$ cat config.mk
export PLATFORM = sky130hd
export DESIGN_NAME = bridge_control_decode
export DESIGN_NICKNAME = d
export VERILOG_FILES = /design/src/common/bridge_control_pkg.sv /design/src/rtl/bridge_control_decode.sv /design/src/rtl/legacy_display_decode.sv
export VERILOG_INCLUDE_DIRS = /design/src /design/src/common
export SDC_FILE = /design/constraint.sdc
export NUM_CORES = 1
export LEC_CHECK = 0
export BUFFER_PORTS_ARGS = -buffer_cell sky130_fd_sc_hd__buf_2
export CORE_MARGIN = 3
export CORE_UTILIZATION = 41
export CTS_BUF_LIST = sky130_fd_sc_hd__clkbuf_2 sky130_fd_sc_hd__clkbuf_4 sky130_fd_sc_hd__clkbuf_8
export CTS_CLUSTER_DIAMETER = 200
export CTS_CLUSTER_SIZE = 24
export DETAILED_ROUTE_END_ITERATION = 7
export PLACE_DENSITY = 0.83
export SLEW_MARGIN = 15
export SYNTH_ARGS = -nofsm -noshare
export SYNTH_HDL_FRONTEND = slang
export SYNTH_HIERARCHICAL = 1
export SYNTH_SLANG_ARGS = --single-unit
export TNS_END_PERCENT = 10
$ cat constraint.sdc
create_clock -name clock_i -period 2.4 [get_ports clock_i]
set_input_delay 0 -clock clock_i [delete_from_list [all_inputs] [get_ports clock_i]]
set_output_delay 0 -clock clock_i [all_outputs]
set_load 0.01 [all_outputs]
$ cat src/common/bridge_control_params.svh
// Constants for the bridge control register and legacy display decode
`ifndef BRIDGE_CONTROL_PARAMS_SVH
`define BRIDGE_CONTROL_PARAMS_SVH

// ----------------------------------------------------------------------------
// Register location and layout
// ----------------------------------------------------------------------------
`define BRIDGE_CTRL_OFFSET   8'h3e
`define BRIDGE_CTRL_RESET    16'h0000
`define BRIDGE_CTRL_WMASK    16'h005f
`define BRIDGE_CTRL_WIDTH    16
`define BIT_SEC_RESET        6
`define BIT_FULL_DECODE      4
`define BIT_DISPLAY_EN       3
`define BYTE_WIDTH           8

// ----------------------------------------------------------------------------
// Legacy display address windows
// ----------------------------------------------------------------------------
`define LEGACY_MEM_LO        32'h000a_0000
`define LEGACY_MEM_HI        32'h000b_ffff
`define IO_HIGH_MSB          31
`define IO_HIGH_LSB          16
`define IO_HIGH_ZERO         16'h0000
`define IO_ALIAS_MSB         15
`define IO_ALIAS_LSB         10
`define IO_ALIAS_ZERO        6'h00
`define IO_OFFS_MSB          9
`define IO_MONO_LO           10'h3b0
`define IO_MONO_HI           10'h3bb
`define IO_COLOR_LO          10'h3c0
`define IO_COLOR_HI          10'h3df

`endif

$ cat src/common/bridge_control_pkg.sv
// Types shared by the bridge control register bank
package bridge_control_pkg;
    typedef enum logic {
        link_active,
        link_hot_reset
    } link_state_t;
endpackage

$ cat src/rtl/bridge_control_decode.sv
// Bridge control register with secondary reset and legacy display routing
`include "bridge_control_params.svh"

module bridge_control_decode (
    input  wire logic        clock_i,
    input  wire logic        reset_i,
    input  wire logic        clock_enable_i,
    // Configuration access
    input  wire logic        cfg_write_i,
    input  wire logic        cfg_read_i,
    input  wire logic [7:0]  cfg_addr_i,
    input  wire logic [1:0]  cfg_byte_en_i,
    input  wire logic [15:0] cfg_wdata_i,
    output logic      [15:0] cfg_rdata_o,
    output logic             cfg_rvalid_o,
    // Command register qualifiers
    input  wire logic        io_enable_i,
    input  wire logic        mem_enable_i,
    // Transaction to be routed
    input  wire logic        req_valid_i,
    input  wire logic        req_is_io_i,
    input  wire logic        req_from_secondary_i,
    input  wire logic [31:0] req_addr_i,
    output logic             route_valid_o,
    output logic             route_claim_o,
    output logic             route_block_o,
    // Downstream link reset
    output logic             secondary_bus_reset_o,
    output logic             train_reset_start_o
);

    // ------------------------------------------------------------------------
    // Register storage
    // ------------------------------------------------------------------------
    // Mask and reset vector as indexable constants, one bit picked per flop
    localparam logic [`BRIDGE_CTRL_WIDTH-1:0] ctrl_wmask       = `BRIDGE_CTRL_WMASK;
    localparam logic [`BRIDGE_CTRL_WIDTH-1:0] ctrl_reset_value = `BRIDGE_CTRL_RESET;

    logic [`BRIDGE_CTRL_WIDTH-1:0] ctrl_reg;
    logic                          ctrl_hit;
    logic                          ctrl_write;
    logic [1:0]                    lane_write;

    assign ctrl_hit   = (cfg_addr_i == `BRIDGE_CTRL_OFFSET);
    assign ctrl_write = clock_enable_i && cfg_write_i && ctrl_hit;

    // Per-lane strobe; the upper lane reaches no writable bit
    assign lane_write = {2{ctrl_write}} & cfg_byte_en_i;

    // One flop per writable bit; read-only bits are tied off, so reserved
    // and hardwired fields always read zero whatever is written.
    genvar bit_idx;
    generate
        for (bit_idx = 0; bit_idx < `BRIDGE_CTRL_WIDTH; bit_idx++) begin : g_bit
            if (ctrl_wmask[bit_idx]) begin : g_rw
                logic field_reg;

                always_ff @(posedge clock_i) begin
                    if (reset_i) begin
                        field_reg <= ctrl_reset_value[bit_idx];
                    end else if (lane_write[bit_idx / `BYTE_WIDTH]) begin
                        field_reg <= cfg_wdata_i[bit_idx];
                    end
                end

                assign ctrl_reg[bit_idx] = field_reg;
            end else begin : g_ro
                assign ctrl_reg[bit_idx] = 1'b0;
            end
        end
    endgenerate

    // ------------------------------------------------------------------------
    // Field views
    // ------------------------------------------------------------------------
    logic sec_reset_bit;
    logic full_decode_bit;
    logic display_en_bit;

    assign sec_reset_bit   = ctrl_reg[`BIT_SEC_RESET];
    assign full_decode_bit = ctrl_reg[`BIT_FULL_DECODE];
    assign display_en_bit  = ctrl_reg[`BIT_DISPLAY_EN];

    // ------------------------------------------------------------------------
    // Read return
    // ------------------------------------------------------------------------
    logic [`BRIDGE_CTRL_WIDTH-1:0] read_word;

    // Unmatched offsets still answer, with zero, so a config read never hangs
    always_comb begin
        case (cfg_addr_i)
            `BRIDGE_CTRL_OFFSET: begin
                read_word = ctrl_reg;
            end
            default: begin
                read_word = `BRIDGE_CTRL_RESET;
            end
        endcase
    end

    always_ff @(posedge clock_i) begin
        if (reset_i) begin
            cfg_rdata_o <= `BRIDGE_CTRL_RESET;
        end else if (clock_enable_i && cfg_read_i) begin
            cfg_rdata_o <= read_word;
        end
    end

    always_ff @(posedge clock_i) begin
        if (reset_i) begin
            cfg_rvalid_o <= 1'b0;
        end else if (clock_enable_i) begin
            cfg_rvalid_o <= cfg_read_i;
        end
    end

    // ------------------------------------------------------------------------
    // Secondary bus reset sequencing
    // ------------------------------------------------------------------------
    bridge_control_pkg::link_state_t link_state_reg;
    bridge_control_pkg::link_state_t link_state_next;

    always_comb begin
        link_state_next = link_state_reg;
        case (link_state_reg)
            bridge_control_pkg::link_active: begin
                if (sec_reset_bit) begin
                    link_state_next = bridge_control_pkg::link_hot_reset;
                end
            end
            bridge_control_pkg::link_hot_reset: begin
                if (!sec_reset_bit) begin
                    link_state_next = bridge_control_pkg::link_active;
                end
            end
            default: begin
                link_state_next = bridge_control_pkg::link_active;
            end
        endcase
    end

    always_ff @(posedge clock_i) begin
        if (reset_i) begin
            link_state_reg <= bridge_control_pkg::link_active;
        end else if (clock_enable_i) begin
            link_state_reg <= link_state_next;
        end
    end

    // ------------------------------------------------------------------------
    // Link reset outputs
    // ------------------------------------------------------------------------
    // Held level: the port stays in reset for as long as the bit is one
    always_ff @(posedge clock_i) begin
        if (reset_i) begin
            secondary_bus_reset_o <= 1'b0;
        end else if (clock_enable_i) begin
            secondary_bus_reset_o <= (link_state_next == bridge_control_pkg::link_hot_reset);
        end
    end

    logic enter_reset;

    // Entry edge only: holding the bit high must not retrigger training
    assign enter_reset = (link_state_reg == bridge_control_pkg::link_active)
                      && (link_state_next == bridge_control_pkg::link_hot_reset);

    // Single pulse tells the link trainer to start the reset sequence
    always_ff @(posedge clock_i) begin
        if (reset_i) begin
            train_reset_start_o <= 1'b0;
        end else if (clock_enable_i) begin
            train_reset_start_o <= enter_reset;
        end
    end

    // ------------------------------------------------------------------------
    // Legacy display routing
    // ------------------------------------------------------------------------
    logic addr_hit;
    logic display_hit;
    logic space_enabled;
    logic claim_next;
    logic block_next;

    legacy_display_decode u_decode (
        .addr_i        (req_addr_i),
        .is_io_i       (req_is_io_i),
        .full_decode_i (full_decode_bit),
        .hit_o         (addr_hit)
    );

    // Enable gates the whole match, so full decode alone does nothing
    assign display_hit   = display_en_bit && addr_hit;
    assign space_enabled = req_is_io_i ? io_enable_i : mem_enable_i;

    // Base/limit windows are not consulted for these addresses
    assign claim_next = display_hit && !req_from_secondary_i && space_enabled;
    assign block_next = display_hit && req_from_secondary_i;

    // ------------------------------------------------------------------------
    // Route outputs
    // ------------------------------------------------------------------------
    // Decided against this cycle's register value; a config write in the same
    // cycle only steers the requests that follow it.
    always_ff @(posedge clock_i) begin
        if (reset_i) begin
            route_valid_o <= 1'b0;
        end else if (clock_enable_i) begin
            route_valid_o <= req_valid_i;
        end
    end

    always_ff @(posedge clock_i) begin
        if (reset_i) begin
            route_claim_o <= 1'b0;
        end else if (clock_enable_i) begin
            route_claim_o <= req_valid_i && claim_next;
        end
    end

    always_ff @(posedge clock_i) begin
        if (reset_i) begin
            route_block_o <= 1'b0;
        end else if (clock_enable_i) begin
            route_block_o <= req_valid_i && block_next;
        end
    end

endmodule

$ cat src/rtl/legacy_display_decode.sv
// Combinational matcher for legacy display memory and I/O addresses
`include "bridge_control_params.svh"

module legacy_display_decode (
    input  wire logic [31:0] addr_i,
    input  wire logic        is_io_i,
    input  wire logic        full_decode_i,
    output logic             hit_o
);
    logic [`IO_OFFS_MSB:0] offs;
    logic                  mem_hit;
    logic                  io_hit;
    logic                  alias_ok;

    assign offs = addr_i[`IO_OFFS_MSB:0];

    // Inclusive window on the full 32-bit address
    assign mem_hit = (addr_i >= `LEGACY_MEM_LO) && (addr_i <= `LEGACY_MEM_HI);

    // Without full decode any alias of bits 15:10 is taken
    assign alias_ok = !full_decode_i
                   || (addr_i[`IO_ALIAS_MSB:`IO_ALIAS_LSB] == `IO_ALIAS_ZERO);

    assign io_hit = (addr_i[`IO_HIGH_MSB:`IO_HIGH_LSB] == `IO_HIGH_ZERO)
                 && alias_ok
                 && (((offs >= `IO_MONO_LO) && (offs <= `IO_MONO_HI))
                  || ((offs >= `IO_COLOR_LO) && (offs <= `IO_COLOR_HI)));

    assign hit_o = is_io_i ? io_hit : mem_hit;
endmodule

==> metrics.txt <==
outcome completed; data required time of the worst path 2630 ps; first-pass GRT wire length 4260 um; Num CTS Buffers 3; final wirelength 2610 um; # DRC 0; post-synthesis cell area 0.00100 mm^2; antenna-violating nets left 0; Vias/cell 4.95; Min-Delay Path Class input pin to register; Flop pwr share 0.514; Synth Register Bits 18; num ports 90; Place WS 521 ps; worst hold stages 2; max cap viols 0; yosys synthesis warning count 6; vias post-DR 1059; clock sinks 18; layout cell share with drive strength beyond 1 0.409; Initial Utilization 0.444; final hold slack 76.0 ps; gpl congestion 0.781; Worst Slack Setup Final 828 ps; Chip Height 55.4 um; Post-synth ARST share 0; Final Max Tran Viols 0; Synth area leaders dfxtp_1 36%, mux2i_1 10%, nand2b_1 9.4%; Clk pwr share 0.314; most area-hungry cell type in the Yosys netlist dfxtp_1; CP Data Arrival Time 1800 ps; Tot GR Track Use 0.166; flop-to-flop setup slack 940 ps; worst skew pair latency 290 ps; max reg flops 6; Clock Path Buffers 2; worst hold endpoint secondary_bus_reset_o; area of the core 0.00225 mm^2; RSZ-0062 raised after global routing no; GR Overflow Total 0; Lkg Pwr 0.652 nW; Post-synth EDFFs 0; crit-path max FO 2; final setup vio count 0; top cell type's share of synthesized area 0.360; peak supply drop 0.000255 V; clock skew 5.77 ps; Startpoint Class input pin; FMAX 0.636 GHz; synth unique cells 33; PortBufs 68; Starting DRT DRC Count 30; Int Power 0.449 mW; endpoints failing hold 0; Final Cycle Share 0.655; Placed Area 0.00129 mm^2; CTS tree done; DRT Pass-1 Iters 4; multi-input logic area 548 um^2; sequential element share of the synthesized area 0.360; initial antenna violation count 0; n_diodes 0; Power Density 416 mW/mm^2; # rows 17; setup TNS 0 ps; Switch Pwr 0.137 mW; worst r2r path cells 6; min-delay src reset_i; r2r endpoint route_claim_o; CTS clock-pin slew for the worst setup and hold paths 100 ps; crit path time final 1570 ps; Fillers 205; main flop type after synthesis dfxtp_1; fin area 0.00141 mm^2; Avg WL per Cell 12.2 um; Post-Syn Instances 113; Comb power frac 0.172; Root Buffer clkbuf_4; die area 0.00307 mm^2; Setup crit end kind register; H-tree levels 1; Setup CP Type input pin to register; number of global-route vias before repair 1013; Detail Placement HPWL 2080 um; Layout area overhead 40.6%; Final #Nets 255; reg2reg start full_decode_bit; register area 360 um^2; Die Wd 55.4 um; # Post-CTS Setup Buffers 0; syn avg cell area 8.86 um^2; largest net degree at the start of global routing 25; Sw Ratio 0.234
worst max path at each step:
stage	start	endpoint	depth (start not counted)
after floorplan	req_addr_i[11]	route_claim_o	7
after global routing	req_addr_i[11]	route_claim_o	8
after CTS	req_addr_i[11]	route_claim_o	8
after detailed placement	req_addr_i[11]	route_claim_o	8
final	req_addr_i[11]	route_claim_o	8
after global placement	req_addr_i[11]	route_claim_o	8
routing by layer:
metal  wire length, um  global-route usage  vias up
met4                33              0.0660        0
met5                 0                   0        -
li1                  -                   -      529
met1               990               0.173      496
met3               117              0.0210        4
met2              1470               0.326       30
cell usage after synthesis, types with 2 or more instances:
cell type and n:
a21oi_1 9, nand4_1 8, buf_4 11, nand2_1 9, dfxtp_1 18, nand2b_1 15
buf_6 2, nor2_1 3, mux2i_1 10, buf_2 2, inv_1 2, nor4_1 2
nand4b_1 2
layout by cell type (no fill, tap or decap), types with 3 or more instances in the layout:
master,instances
nand2_1,9
dlygate4sd3_1,8
buf_2,68
dfxtp_1,18
a21oi_1,9
nand2b_1,15
clkbuf_4,3
nand4_1,8
nor2_1,3
mux2i_1,10
conb_1,10
power by group through the flow:
stage               Clock (mW)  Combinational (mW)  Sequential [mW]
floorplan                    0              0.0500            0.309
global placement             0              0.0863            0.308
detailed placement           0              0.0898            0.308
CTS                      0.189              0.0998            0.301
global route             0.203               0.110            0.302
finish                   0.184               0.101            0.301
layout make-up:
cell class              instances  share of cell area
clock buffers                   4              0.0258
inverters                       2             0.00533
multi-input cells              86               0.389
flip-flops and latches         18               0.256
well taps                      28              0.0249
repair buffers                 76               0.299
kinds of logic (layout without fill, tap and decap cells):
family,Yosys count,after routing,share of synthesized area
flip-flops,18,18,0.360
multiplexers,10,10,0.100
AND/OR/NAND/NOR,51,51,0.311
buffers and inverters,18,82,0.126
other,1,10,0.00375
AO/OA/AOI/OAI,15,15,0.0988
worst max-delay path: stages:
cell	delay, ps
buf_2	90
or4_1	530
o31ai_2	200
nand4b_1	150
a211oi_2	250
nand4_1	140
or3_1	320
a21oi_1	120
stage by stage:
step	util	total power, mW	instances
2_1_floorplan	-	0.359	122
3_3_place_gp	0.573	0.394	202
3_5_place_dp	0.573	0.398	202
4_1_cts	0.624	0.590	214
5_1_grt	0.624	0.615	214
6_report	0.624	0.586	214
what timing repair did:
item                                   4_1_cts  5_1_grt
gates resized for setup                      0        0
endpoints found under the hold margin        8        0
setup endpoints to repair                    0        0
hold buffers                                 8        0
(Power assumes the default switching activity.)
